**config.mk**
```make
export PLATFORM = sky130hd
export DESIGN_NAME = long_op_exec
export DESIGN_NICKNAME = d
export VERILOG_FILES = /design/src/rtl/exec_pkg.sv /design/src/rtl/long_op_alu.sv /design/src/rtl/long_op_exec.sv
export SDC_FILE = /design/constraint.sdc
export NUM_CORES = 1
export LEC_CHECK = 0
export ABC_AREA = 1
export BUFFER_PORTS_ARGS = -buffer_cell sky130_fd_sc_hd__buf_2
export CAP_MARGIN = 0
export CORE_MARGIN = 5
export CORE_UTILIZATION = 40
export CTS_CLUSTER_SIZE = 28
export DETAILED_ROUTE_END_ITERATION = 16
export SYNTH_ARGS = -nofsm -noshare
export SYNTH_HDL_FRONTEND = slang
export SYNTH_SLANG_ARGS = --single-unit
```
**constraint.sdc**
```tcl
create_clock -name i_clk -period 3.1 [get_ports i_clk]
set_input_delay 0.155 -clock i_clk [delete_from_list [all_inputs] [get_ports i_clk]]
set_output_delay 0.155 -clock i_clk [all_outputs]
set_load 0.02 [all_outputs]
```
**src/rtl/exec_pkg.sv**
```systemverilog
package exec_pkg;

    localparam int DATA_W = 8;
    localparam int BIT_SEL_W = 3;
    localparam logic [7:0] ALL_ONES = 8'hff;
    localparam logic [7:0] STEP_ONE = 8'h01;
    localparam logic [7:0] WREG_RESET = 8'h00;
    // Instruction cycles spent by a taken skip: own cycle, dummy, discarded fetch
    localparam int SKIP_CYCLES = 3;

    typedef enum logic [3:0] {
        nop_op,
        long_dec_skip_zero_op,
        long_dec_skip_zero_to_wreg_op,
        long_set_bits_op,
        long_set_one_bit_op,
        long_inc_skip_zero_op,
        long_inc_skip_zero_to_wreg_op,
        long_skip_bit_nonzero_op,
        long_skip_nonzero_op,
        long_subtract_op,
        long_subtract_to_mem_op,
        long_nibble_exchange_op,
        long_nibble_exchange_to_wreg_op
    } op_e;

    typedef struct packed {
        logic signed_range_flag;
        logic zero_flag;
        logic half_carry_flag;
        logic carry_flag;
        logic signed_carry_flag;
        logic chained_zero_flag;
    } flags_s;

    localparam flags_s FLAGS_RESET = '0;

    typedef struct packed {
        logic wreg_we;
        logic [7:0] wreg_val;
        logic mem_we;
        logic [7:0] mem_val;
        flags_s flags;
        logic skip;
    } result_s;

endpackage

```
**src/rtl/long_op_alu.sv**
```systemverilog
`timescale 1ns/1ps
module long_op_alu (
    input wire exec_pkg::op_e i_op,
    input wire logic [7:0] i_mem,
    input wire logic [7:0] i_wreg,
    input wire logic [2:0] i_bit_sel,
    input wire exec_pkg::flags_s i_flags,
    output exec_pkg::result_s o_result
);

    // Unsigned difference with the borrow in bit 8
    function automatic logic [8:0] sub_borrow(input logic [7:0] a, input logic [7:0] b);
        sub_borrow = {1'b0, a} - {1'b0, b};
    endfunction

    wire logic [7:0] dec_val = 8'(sub_borrow(i_mem, exec_pkg::STEP_ONE));
    wire logic [7:0] inc_val = i_mem + exec_pkg::STEP_ONE;
    wire logic [8:0] diff9 = sub_borrow(i_wreg, i_mem);
    wire logic [8:0] half9 = sub_borrow({4'h0, i_wreg[3:0]}, {4'h0, i_mem[3:0]});
    wire logic [7:0] diff = diff9[7:0];
    wire logic sub_ov = (i_wreg[7] ^ i_mem[7]) & (i_wreg[7] ^ diff[7]);
    wire logic [7:0] swap_val = {i_mem[3:0], i_mem[7:4]};
    wire logic [7:0] bit_mask = exec_pkg::STEP_ONE << i_bit_sel;
    wire exec_pkg::flags_s sub_flags = '{
        signed_range_flag: sub_ov,
        zero_flag: (diff == 8'h00),
        half_carry_flag: ~half9[4],
        carry_flag: ~diff9[8],
        signed_carry_flag: sub_ov ^ diff[7],
        chained_zero_flag: (diff == 8'h00)
    };

    always_comb begin
        o_result = '{wreg_we: 1'b0, wreg_val: i_wreg, mem_we: 1'b0, mem_val: i_mem,
                     flags: i_flags, skip: 1'b0};
        case (i_op)
            exec_pkg::long_dec_skip_zero_op: begin
                o_result.mem_we = 1'b1;
                o_result.mem_val = dec_val;
                o_result.skip = (dec_val == 8'h00);
            end
            exec_pkg::long_dec_skip_zero_to_wreg_op: begin
                o_result.wreg_we = 1'b1;
                o_result.wreg_val = dec_val;
                o_result.skip = (dec_val == 8'h00);
            end
            exec_pkg::long_set_bits_op: begin
                o_result.mem_we = 1'b1;
                o_result.mem_val = exec_pkg::ALL_ONES;
            end
            exec_pkg::long_set_one_bit_op: begin
                o_result.mem_we = 1'b1;
                o_result.mem_val = i_mem | bit_mask;
            end
            exec_pkg::long_inc_skip_zero_op: begin
                o_result.mem_we = 1'b1;
                o_result.mem_val = inc_val;
                o_result.skip = (inc_val == 8'h00);
            end
            exec_pkg::long_inc_skip_zero_to_wreg_op: begin
                o_result.wreg_we = 1'b1;
                o_result.wreg_val = inc_val;
                o_result.skip = (inc_val == 8'h00);
            end
            exec_pkg::long_skip_bit_nonzero_op: begin
                o_result.skip = |(i_mem & bit_mask);
            end
            exec_pkg::long_skip_nonzero_op: begin
                // Read value is written back unchanged
                o_result.mem_we = 1'b1;
                o_result.skip = (i_mem != 8'h00);
            end
            exec_pkg::long_subtract_op: begin
                o_result.wreg_we = 1'b1;
                o_result.wreg_val = diff;
                o_result.flags = sub_flags;
            end
            exec_pkg::long_subtract_to_mem_op: begin
                o_result.mem_we = 1'b1;
                o_result.mem_val = diff;
                o_result.flags = sub_flags;
            end
            exec_pkg::long_nibble_exchange_op: begin
                o_result.mem_we = 1'b1;
                o_result.mem_val = swap_val;
            end
            exec_pkg::long_nibble_exchange_to_wreg_op: begin
                o_result.wreg_we = 1'b1;
                o_result.wreg_val = swap_val;
            end
            default: begin
                o_result.skip = 1'b0;
            end
        endcase
    end

endmodule

```
**src/rtl/long_op_exec.sv**
```systemverilog
// Notes on behaviour
// - Decrement byte, write back, skip if zero
// - Taken skip costs three instruction cycles total
// - Decrement into work register, memory untouched, skip
// - Byte set to all ones, flags kept
// - Selected bit set, others and flags kept
// - Increment byte, write back, skip on wrap
// - Increment into work register, skip if zero
// - Skip when selected bit is one
// - Rewrite byte unchanged, skip if nonzero
// - Work register minus byte into work register
// - Work register minus byte into memory
// - Carry clear on borrow, set otherwise
// - Subtracts update all six arithmetic flags
// - Swap byte nibbles in place, flags kept
// - Swapped byte into work register only
`timescale 1ns/1ps
module long_op_exec (
    input wire logic i_clk,
    input wire logic i_reset_n,
    input wire logic i_op_valid,
    input wire exec_pkg::op_e i_op,
    input wire logic [7:0] i_mem_rdata,
    input wire logic [2:0] i_bit_sel,
    output logic o_ready,
    output logic o_mem_we,
    output logic [7:0] o_mem_wdata,
    output logic [7:0] o_wreg,
    output exec_pkg::flags_s o_flags,
    output logic o_skip,
    output logic o_squashed
);

    typedef enum logic [1:0] {st_run, st_dummy, st_discard} state_e;

    state_e state_reg;
    state_e state_next;
    logic ready_reg;
    logic mem_we_reg;
    logic [7:0] mem_wdata_reg;
    logic [7:0] wreg_reg;
    exec_pkg::flags_s flags_reg;
    logic skip_reg;
    logic squashed_reg;
    exec_pkg::result_s res;

    long_op_alu long_op_alu_inst (
        .i_op(i_op),
        .i_mem(i_mem_rdata),
        .i_wreg(wreg_reg),
        .i_bit_sel(i_bit_sel),
        .i_flags(flags_reg),
        .o_result(res)
    );

    wire logic accept = i_op_valid & ready_reg;
    wire logic exec_now = accept & (state_reg == st_run);
    // An op taken in the discard slot is the skipped fetch: it leaves no trace
    wire logic squash_now = accept & (state_reg == st_discard);

    always_comb begin
        state_next = state_reg;
        case (state_reg)
            st_run: begin
                if (exec_now && res.skip) begin
                    state_next = st_dummy;
                end
            end
            st_dummy: begin
                state_next = st_discard;
            end
            st_discard: begin
                if (squash_now) begin
                    state_next = st_run;
                end
            end
            default: begin
                state_next = st_run;
            end
        endcase
    end

    always_ff @(posedge i_clk) begin
        if (!i_reset_n) begin
            state_reg <= st_run;
            ready_reg <= 1'b1;
            mem_we_reg <= 1'b0;
            mem_wdata_reg <= exec_pkg::WREG_RESET;
            wreg_reg <= exec_pkg::WREG_RESET;
            flags_reg <= exec_pkg::FLAGS_RESET;
            skip_reg <= 1'b0;
            squashed_reg <= 1'b0;
        end else begin
            state_reg <= state_next;
            ready_reg <= (state_next != st_dummy);
            mem_we_reg <= exec_now & res.mem_we;
            mem_wdata_reg <= res.mem_val;
            if (exec_now && res.wreg_we) begin
                wreg_reg <= res.wreg_val;
            end
            if (exec_now) begin
                flags_reg <= res.flags;
            end
            skip_reg <= exec_now & res.skip;
            squashed_reg <= squash_now;
        end
    end

    assign o_ready = ready_reg;
    assign o_mem_we = mem_we_reg;
    assign o_mem_wdata = mem_wdata_reg;
    assign o_wreg = wreg_reg;
    assign o_flags = flags_reg;
    assign o_skip = skip_reg;
    assign o_squashed = squashed_reg;
endmodule

```
==> results of run 1 <==
-- cells by family after synthesis --
kind of cell / synth area share [%]
xor+xnor: 0.363
simple gates: 44.5
flops: 22.4
compound gates: 15.6
fa+ha+maj: 7.36
buf+inv: 9.75
-- Yosys cell counts --
cell        n  area, µm²
nand2_1   119        447
nor2_1     65        244
inv_1      48        180
nand3_1    28        140
dfxtp_1    27        541
o21ai_0    27        135
a21oi_1    23        115
ha_1       11        138
nor3_1      9       45.0
nand4_1     7       43.8
nor2_2      7       43.8
inv_2       6       22.5
o22ai_1     6       37.5
a31oi_1     4       25.0
nand2_2     3       18.8
nand3b_1    3       22.5
o211ai_1    3       22.5
buf_2       2       10.0
buf_4       2       15.0
clkbuf_1    2       7.51
fa_1        2       40.0
nand3_2     2       20.0
nor2_4      2       22.5
o21ai_1     2       10.0
a211oi_1    1       7.51
a22oi_1     1       7.51
a41oi_1     1       8.76
nand2_4     1       11.3
nor3_2      1       10.0
o31ai_1     1       7.51
or2_2       1       6.26
xor2_1      1       8.76
-- metrics by stage --
stage,setup WS (ns),cells,hold WS (ns)
6_report,0.628,535,0.175
5_1_grt,0.389,535,0.210
4_1_cts,0.623,535,0.176
3_5_place_dp,0.416,531,0.464
3_3_place_gp,0.527,531,0.457
2_1_floorplan,0.797,418,0.300
-- final timing paths --
kind / from / endpoint / slack (ns) / cells after the start
hold reg to reg: o_flags[1]$_SDFFE_PN0P_ / o_flags[1]$_SDFFE_PN0P_ / 0.49 / 2
hold / removal: i_op_valid / o_squashed$_SDFF_PN0_ / 0.18 / 3
setup reg to reg: o_wreg[2]$_SDFFE_PN0P_ / o_flags[0]$_SDFFE_PN0P_ / 0.63 / 15
setup / recovery: o_wreg[2]$_SDFFE_PN0P_ / o_flags[0]$_SDFFE_PN0P_ / 0.63 / 15
-- power groups by stage --
stage / Sequential (mW) / Clock [mW] / Combinational, mW
floorplan: 0.406 / 0 / 0.183
CTS: 0.374 / 0.214 / 0.311
global placement: 0.382 / 0 / 0.312
finish: 0.374 / 0.206 / 0.314
detailed placement: 0.383 / 0 / 0.309
global route: 0.377 / 0.225 / 0.349
-- worst max-delay path, stage by stage (launching register included) --
cell,delay [ns]
dfxtp_1,0.35
ha_1,0.35
nand3_1,0.11
nand2_1,0.10
nand2_1,0.07
nand2_1,0.06
nand2_1,0.06
nand2_1,0.06
a21oi_1,0.07
fa_1,0.60
nand2_1,0.08
a21oi_1,0.13
nand4_1,0.09
nor2_1,0.10
nand3_1,0.07
a21oi_1,0.11
-- final cells by class --
type | instances | area [µm²] | area share [%]
clock buffers | 3 | 41.3 | 1.50
repair buffers | 44 | 223 | 8.11
inverters | 54 | 203 | 7.38
clock inverters | 1 | 7.51 | 0.273
flip-flops and latches | 27 | 541 | 19.7
multi-input cells | 331 | 1640 | 59.6
well taps | 75 | 93.8 | 3.42
-- per-layer routing --
metal	global-route usage, %	up-vias	wire length [µm]
li1	-	1451	-
met1	32.6	1308	4000
met2	35.3	108	3650
met3	2.73	10	509
met4	4.18	0	111
met5	0	-	0
==> flow_summary.yaml, run 1 <==
sta:
  rsz0062_at_grt: "false"
  setup_viol: 0
  period_minus_slack_ns: 2.47
  slew_violations: 0
  fin_crit_sh_pct: 79.7
  slew-limit-headroom_pct: 66.6
  final_hold_viol_count: 0
  worstMarginPinSlew_ns: 0.498
  fmax_ghz: 0.405
  tns_ns: 0
  finClkSkew_ns: 0.00378
run:
  max_cap_violations: 0
global_route:
  grt.total_usage_pct: 22.3
  grt_pass1_wl_um: 13200
  grt-ovfl-total: 0
  grt_max_degree: 21
  antenna_found_initial: 0
  grt_pass1_vias: 2605
pwr:
  p_sw_share_pct: 38.3
  seqPwrFrac_pct: 41.8
  power_leakage_nw: 1.46
  comb_power_share_pct: 35.1
  p_int_mw: 0.553
  power_mw: 0.895
  p_clk_share_pct: 23.1
  p_switching_mw: 0.342
  cellPowerDensity_nw_per_um2: 326
  ir_drop_mv: 0.232
status:
  status: "complete, no violations"
route:
  avgRoutedWirePerCell_um: 15.5
  ant_nets: 0
  drt_iter0_drc: 231
  via_per_inst: 5.38
  vias: 2877
  dr.pass1.iters: 7
  wirelength_um: 8270
  drc_errors: 0
logic_synthesis:
  syn_area_um2: 2410
  synth_warnings: 0
  seq_area_frac_synth_pct: 22.4
  ys_ff_latch: 27
  avgSynthCellArea_um2: 5.77
  syn_inst: 418
  synth_nets: 449
  synth_cell_types: 32
final_layout:
  final_cell_mix: "nand2_1 (119), nor2_1 (65), inv_1 (48), buf_2 (43), nand3_1 (28)"
  nets: 492
  finalInstanceArea_um2: 2750
  diodes: 0
  syn_to_final_growth_pct: 13.8
  layout-drive-gt1-share_pct: 15.4
  final_util_pct: 46.7
  fill_cells: 667
  final_common_cell: "nand2_1"
placement:
  io_buffers: 43
  gp_congestion: 0.980
  dp_hpwl_um: 6620
  post_dp_cell_area_um2: 2700
cts:
  cts_sinks: 27
  post_cts_buffers: 0
  postCtsHoldBufs: 0
  ctsResizeCount: 0
  cts_inserted_buffers: 3
  path_clk_slew_ns: 0.10
  clockBufferDepth: 2
  clock_latency_ns: 0.27
  cts_tree: "yes"
  h-tree-depth: 1
  root_buffer: "clkbuf_8"
floorplan:
  initial_core_util_pct: 41.0
  dieArea_um2: 7690
  die_y_um: 87.7
  ios: 44
  chipWidth_um: 87.7
  rows: 28
  core_um2: 5890
worst_setup_path:
  end_kind: "flop"
  critPathMaxFanout: 5
  cp-start-kind: "flop"
  critical_path_class: "flop to flop"
  required_ns: 3.31
  cp.arrival_ns: 2.68
min_path:
  min_path_type: "primary input to flop"
No activity file was read; power rests on OpenSTA's default activity.
==> run 2: changes to the inputs <==
Settings changed: ABC_AREA 1 to 0.
Clock period 3.1 ns to 2.09 ns, I/O delays scaled along.
==> flow_summary.yaml, run 2 <==
cts:
  path_clk_slew_ns: 0.12
  h-tree-depth: 1
  clock_latency_ns: 0.29
  postCtsHoldBufs: 0
  root_buffer: "clkbuf_8"
  cts_inserted_buffers: 3
  cts_tree: "yes"
  clockBufferDepth: 2
  cts_sinks: 27
route:
  avgRoutedWirePerCell_um: 19.5
  drt_iter0_drc: 321
  drc_errors: 0
  dr.pass1.iters: 6
  ant_nets: 0
  via_per_inst: 6.04
  wirelength_um: 9950
  vias: 3085
worst_setup_path:
  cp-start-kind: "flop"
  crit_path_cell_trace: "ha_4, nor2b_4, o31a_1, o311a_1, o21a_1, nor2_2, fa_1, nand4_1, or4_4, nor4_2, a31o_1"
  cp.depth: 11
  crit_slowest_cell: "fa_1"
  required_ns: 2.33
  critPathMaxFanout: 2
  rr_worst_depth: 11
  cp.arrival_ns: 2.91
  path_delay_family: "simple AND/OR/NAND/NOR gates"
  critical_path_class: "flop to flop"
  end_kind: "flop"
  cpPeakStageDelay_ns: 0.55
  critPathBufInv: 0
floorplan:
  chipWidth_um: 89.6
  initial_core_util_pct: 40.6
  die_y_um: 89.6
  ios: 44
  rows: 29
  core_um2: 6240
  dieArea_um2: 8030
logic_synthesis:
  synth_warnings: 0
  syn_inst: 345
  synth_edf_count: 0
  synth.top_cells.by_count: "nand2_1 (41), o21ai_0 (32), dfxtp_1 (27), a21oi_1 (19), nor2_1 (16)"
  ys_ff_latch: 27
  seq_area_frac_synth_pct: 21.3
  async_reset_ff_share_pct: 0
  netlist.area_leader.share_pct: 21.3
  synth.area.top_cells: "dfxtp_1 (21%), o21ai_0 (6.3%), nand2_1 (6.1%)"
  yosysMostFrequentCell: "nand2_1"
  synth_cell_types: 63
  syn_area_um2: 2530
  synth_top_area_cell: "dfxtp_1"
  synth_nets: 376
  avgSynthCellArea_um2: 7.35
  synth_flop_cell: "dfxtp_1"
sta:
  fmax_ghz: 0.375
  setup_ws_ns: -0.576
  rsz0062_at_grt: "true"
  period_minus_slack_ns: 2.67
  slew_violations: 0
  final_hold_viol_count: 0
  setup_viol: 15
  worstMarginPinSlew_ns: 0.641
  finClkSkew_ns: 0.00956
  fin_crit_sh_pct: 128
  slew-limit-headroom_pct: 56.8
  tns_ns: -5.32
final_layout:
  final_util_pct: 55.6
  layout-drive-gt1-share_pct: 35.5
  nets: 466
  final_cell_mix: "buf_4 (58), buf_2 (43), nand2_1 (39), o21ai_0 (30), dfxtp_1 (23)"
  final_common_cell: "buf_4"
  syn_to_final_growth_pct: 36.9
  fill_cells: 615
  diodes: 0
placement:
  dp_hpwl_um: 7440
  dp_slack_ns: -0.577
  gp_congestion: 1.01
  io_buffers: 43
pwr:
  ir_drop_mv: 0.277
  power_mw: 1.62
  cellPowerDensity_nw_per_um2: 465
  power_leakage_nw: 1.49
global_route:
  grt_pass1_wl_um: 15400
  antenna_found_initial: 0
  grt_max_degree: 26
  grt-ovfl-total: 0
  grt_pass1_vias: 2823
  grt.total_usage_pct: 25.1
status:
  status: "finished with violations"
  violations: "negative setup slack"
run:
  max_cap_violations: 0
min_path:
  min_path_type: "primary input to flop"
  worstHoldPathCells: 3
-- run 2: cell count changes in the layout (fill, tap and decap cells not counted), moves of 6 or more --
cell      before  now
a21oi_1       23   17
a31oi_1        4   14
buf_4          1   58
buf_6          0    9
inv_1         48    7
nand2_1      119   39
nand2b_1       0    9
nand3_1       28   14
nor2_1        65   15
nor2b_1        0   10
nor3_1         9   15
xnor2_1        0   12
-- run 2: cell families (layout without fill, tap and decap cells) --
logic type | after synthesis | after routing | share of synthesized area (%)
AOI/OAI and AO/OA | 115 | 115 | 30.6
xor gates and xnor gates | 16 | 16 | 5.53
adders and majority gates | 13 | 13 | 7.01
buffers and inverters | 37 | 126 | 6.47
DFF | 27 | 27 | 21.3
muxes | 5 | 5 | 1.97
and+or+nand+nor | 132 | 132 | 27.1
-- run 2: timing repair --
action | in CTS | in global routing
buffers inserted | 1 | 8
pin swaps | 7 | 14
setup endpoints to repair | 11 | 13
gates resized for setup | 13 | 20
-- run 2: where the power goes --
group	leakage [nW]	switching, mW	total [mW]	internal (mW)
sequential	0.223	0.0126	0.553	0.541
combinational	1.24	0.402	0.716	0.314
clock	0.0260	0.208	0.346	0.138
-- run 2: metal layers --
metal | GRT usage, % | vias up | wire length [µm]
met3 | 2.74 | 26 | 833
met1 | 35.8 | 1431 | 4250
met4 | 8.93 | 0 | 313
met2 | 38.9 | 180 | 4550
li1 | - | 1448 | -
met5 | 0 | - | 0
-- run 2: path summary, 6_finish.rpt --
kind                                   to  slack [ns]                     from
hold reg to reg     o_squashed$_SDFF_PN0_        0.50  state_reg[1]$_SDFF_PN0_
hold / removal      o_squashed$_SDFF_PN0_        0.13               i_op_valid
setup reg to reg  o_flags[0]$_SDFFE_PN0P_       -0.58   o_wreg[1]$_SDFFE_PN0P_
setup / recovery  o_flags[0]$_SDFFE_PN0P_       -0.58   o_wreg[1]$_SDFFE_PN0P_
-- run 2: final cells by class --
| cell class | count | area (µm²) | share of cell area [%] |
|---|---|---|---|
| Multi-Input combinational cell | 281 | 1980 | 57.0 |
| Timing Repair Buffer | 110 | 752 | 21.7 |
| Sequential cell | 27 | 548 | 15.8 |
| Tap cell | 77 | 96.3 | 2.78 |
| Inverter | 12 | 47.5 | 1.37 |
| Clock buffer | 3 | 41.3 | 1.19 |
| Clock inverter | 1 | 6.26 | 0.180 |
-- run 2: worst min-delay path, cell delays in order --
cell and delay [ns]:
buf_2 0.11, nand2_1 0.12, nor3_1 0.06
-- run 2: per-stage QoR --
step / hold slack, ns / area [µm²] / instances
after floorplan: 0.235 / 2590 / 345
after global placement: 0.442 / 3240 / 500
after detailed placement: 0.446 / 3240 / 500
after CTS: 0.133 / 3340 / 505
after global routing: 0.139 / 3470 / 511
final: 0.131 / 3470 / 511
==> run 3: changes to the inputs <==
Settings changed: CAP_MARGIN 0 to 5, GPL_TIMING_DRIVEN set to 0.
==> flow_summary.yaml, run 3 (synthesis gave the netlist of run 2 again) <==
global_route:
  grt.total_usage_pct: 23.7
  grt_pass1_wl_um: 14400
  grt_max_degree: 17
  antenna_found_initial: 0
  grt_pass1_vias: 2720
  grt-ovfl-total: 0
floorplan:
  ios: 44
  rows: 29
  chipWidth_um: 89.6
  die_y_um: 89.6
  dieArea_um2: 8030
  initial_core_util_pct: 40.6
  core_um2: 6240
pwr:
  ir_drop_mv: 0.266
  power_mw: 1.50
  p_int_mw: 0.916
  p_switching_mw: 0.586
  cellPowerDensity_nw_per_um2: 478
  p_clk_share_pct: 22.4
  seqPwrFrac_pct: 36.8
  p_sw_share_pct: 39.0
  power_leakage_nw: 1.25
  comb_power_share_pct: 40.7
final_layout:
  final_util_pct: 50.4
  diodes: 0
  syn_to_final_growth_pct: 24.0
  finalInstanceArea_um2: 3140
  nets: 433
  final_cell_mix: "buf_2 (42), nand2_1 (41), o21ai_0 (31), dfxtp_1 (23), a21oi_1 (18)"
  fill_cells: 636
  final_common_cell: "buf_2"
  finalNonFillerCells: 478
  layout-drive-gt1-share_pct: 25.7
min_path:
  hold-path-endpoint: "o_squashed$_SDFF_PN0_"
  min_from: "i_op_valid"
  worstHoldPathCells: 3
  min_path_type: "primary input to flop"
route:
  dr.pass1.iters: 5
  via_per_inst: 6.17
  drc_errors: 0
  wirelength_um: 9310
  ant_nets: 0
  vias: 2950
  drt_iter0_drc: 357
  avgRoutedWirePerCell_um: 19.5
sta:
  fmax_ghz: 0.353
  whs_ns: 0.143
  setup_ws_ns: -0.746
  setup_viol: 17
  fin_crit_sh_pct: 136
  slew-limit-headroom_pct: 33.0
  tns_ns: -7.03
  rsz0062_at_grt: "true"
  final_hold_viol_count: 0
  finClkSkew_ns: 0.0115
  period_minus_slack_ns: 2.84
  worstMarginPinSlew_ns: 1.00
  slew_violations: 0
worst_setup_path:
  rr_startpoint: "o_wreg[1]$_SDFFE_PN0P_"
  critical_path_class: "flop to flop"
  end_kind: "flop"
  cp-start-kind: "flop"
  cp.arrival_ns: 3.07
  rr_worst_depth: 11
  ff2ff_setup_slack_ns: -0.75
  reg2reg_to: "o_flags[0]$_SDFFE_PN0P_"
  required_ns: 2.33
  critPathMaxFanout: 4
cts:
  path_clk_slew_ns: 0.12
  root_buffer: "clkbuf_8"
  cts_sinks: 27
  clockBufferDepth: 2
  h-tree-depth: 1
  clock_latency_ns: 0.29
  cts_tree: "yes"
  postCtsHoldBufs: 0
  cts_inserted_buffers: 3
placement:
  dp_hpwl_um: 6750
  placedCellCount: 460
  io_buffers: 38
  dp_slack_ns: -1.12
  gp_congestion: 1.00
  post_dp_cell_area_um2: 2880
status:
  violations: "negative setup slack"
  status: "finished with violations"
run:
  max_cap_violations: 0
run 3: cell count changes in the layout (fill, tap and decap cells not counted), moves of 2 or more:
cell      change
buf_1         +2
buf_4        -46
buf_6         -2
clkbuf_1     +14
nand2_1       +2
nand2_2       -2
nor3_1        -2
nor3_2        +2
run 3: layout make-up:
type / instances / area (µm²) / share of cell area [%]
buffer: 25 / 121 / 3.86
clock buffer: 3 / 41.3 / 1.31
clock inverter: 1 / 6.26 / 0.199
inverter: 12 / 47.5 / 1.51
multi-input combinational: 281 / 1960 / 62.5
sequential: 27 / 548 / 17.4
tap: 77 / 96.3 / 3.07
timing repair buffer: 52 / 318 / 10.1
run 3: per-layer routing:
layer | GRT usage, % | vias up | share of wire [%]
met5 | 0 | - | 0
met4 | 7.31 | 0 | 2.4
met3 | 4.01 | 25 | 7.8
met2 | 37.4 | 154 | 46
met1 | 32.8 | 1380 | 44
li1 | - | 1391 | -
run 3: power by group through the flow:
| stage | sequential [mW] | combinational [mW] | clock, mW |
|---|---|---|---|
| 2_1_floorplan | 0.598 | 0.332 | 0 |
| 3_3_place_gp | 0.565 | 0.521 | 0 |
| 3_5_place_dp | 0.566 | 0.522 | 0 |
| 4_1_cts | 0.554 | 0.571 | 0.350 |
| 5_1_grt | 0.557 | 0.659 | 0.364 |
| 6_report | 0.553 | 0.612 | 0.337 |
run 3: what timing repair did:
item	in CTS	in global routing
setup endpoints to repair	9	11
pin swaps	11	16
resized for setup	12	12
cloned	0	0
buffers inserted	10	8
run 3: worst max path at each step:
| stage | start | to |
|---|---|---|
| final | o_wreg[1]$_SDFFE_PN0P_ | o_flags[0]$_SDFFE_PN0P_ |
| after CTS | o_wreg[1]$_SDFFE_PN0P_ | o_flags[0]$_SDFFE_PN0P_ |
| after detailed placement | i_mem_rdata[2] | o_flags[0]$_SDFFE_PN0P_ |
| after floorplan | o_wreg[0]$_SDFFE_PN0P_ | o_flags[0]$_SDFFE_PN0P_ |
| after global placement | i_mem_rdata[2] | o_flags[0]$_SDFFE_PN0P_ |
| after global routing | o_wreg[1]$_SDFFE_PN0P_ | o_flags[0]$_SDFFE_PN0P_ |
run 3: critical path, cell delays in order (launching register included):
cell and delay, ns:
dfxtp_4 0.37, ha_4 0.20, nor2b_4 0.12, o31a_1 0.32
o311a_1 0.33, o21a_1 0.19, nor2_2 0.11, fa_2 0.29
nand4_1 0.11, or4_1 0.43, nor4_2 0.17, a31o_1 0.12
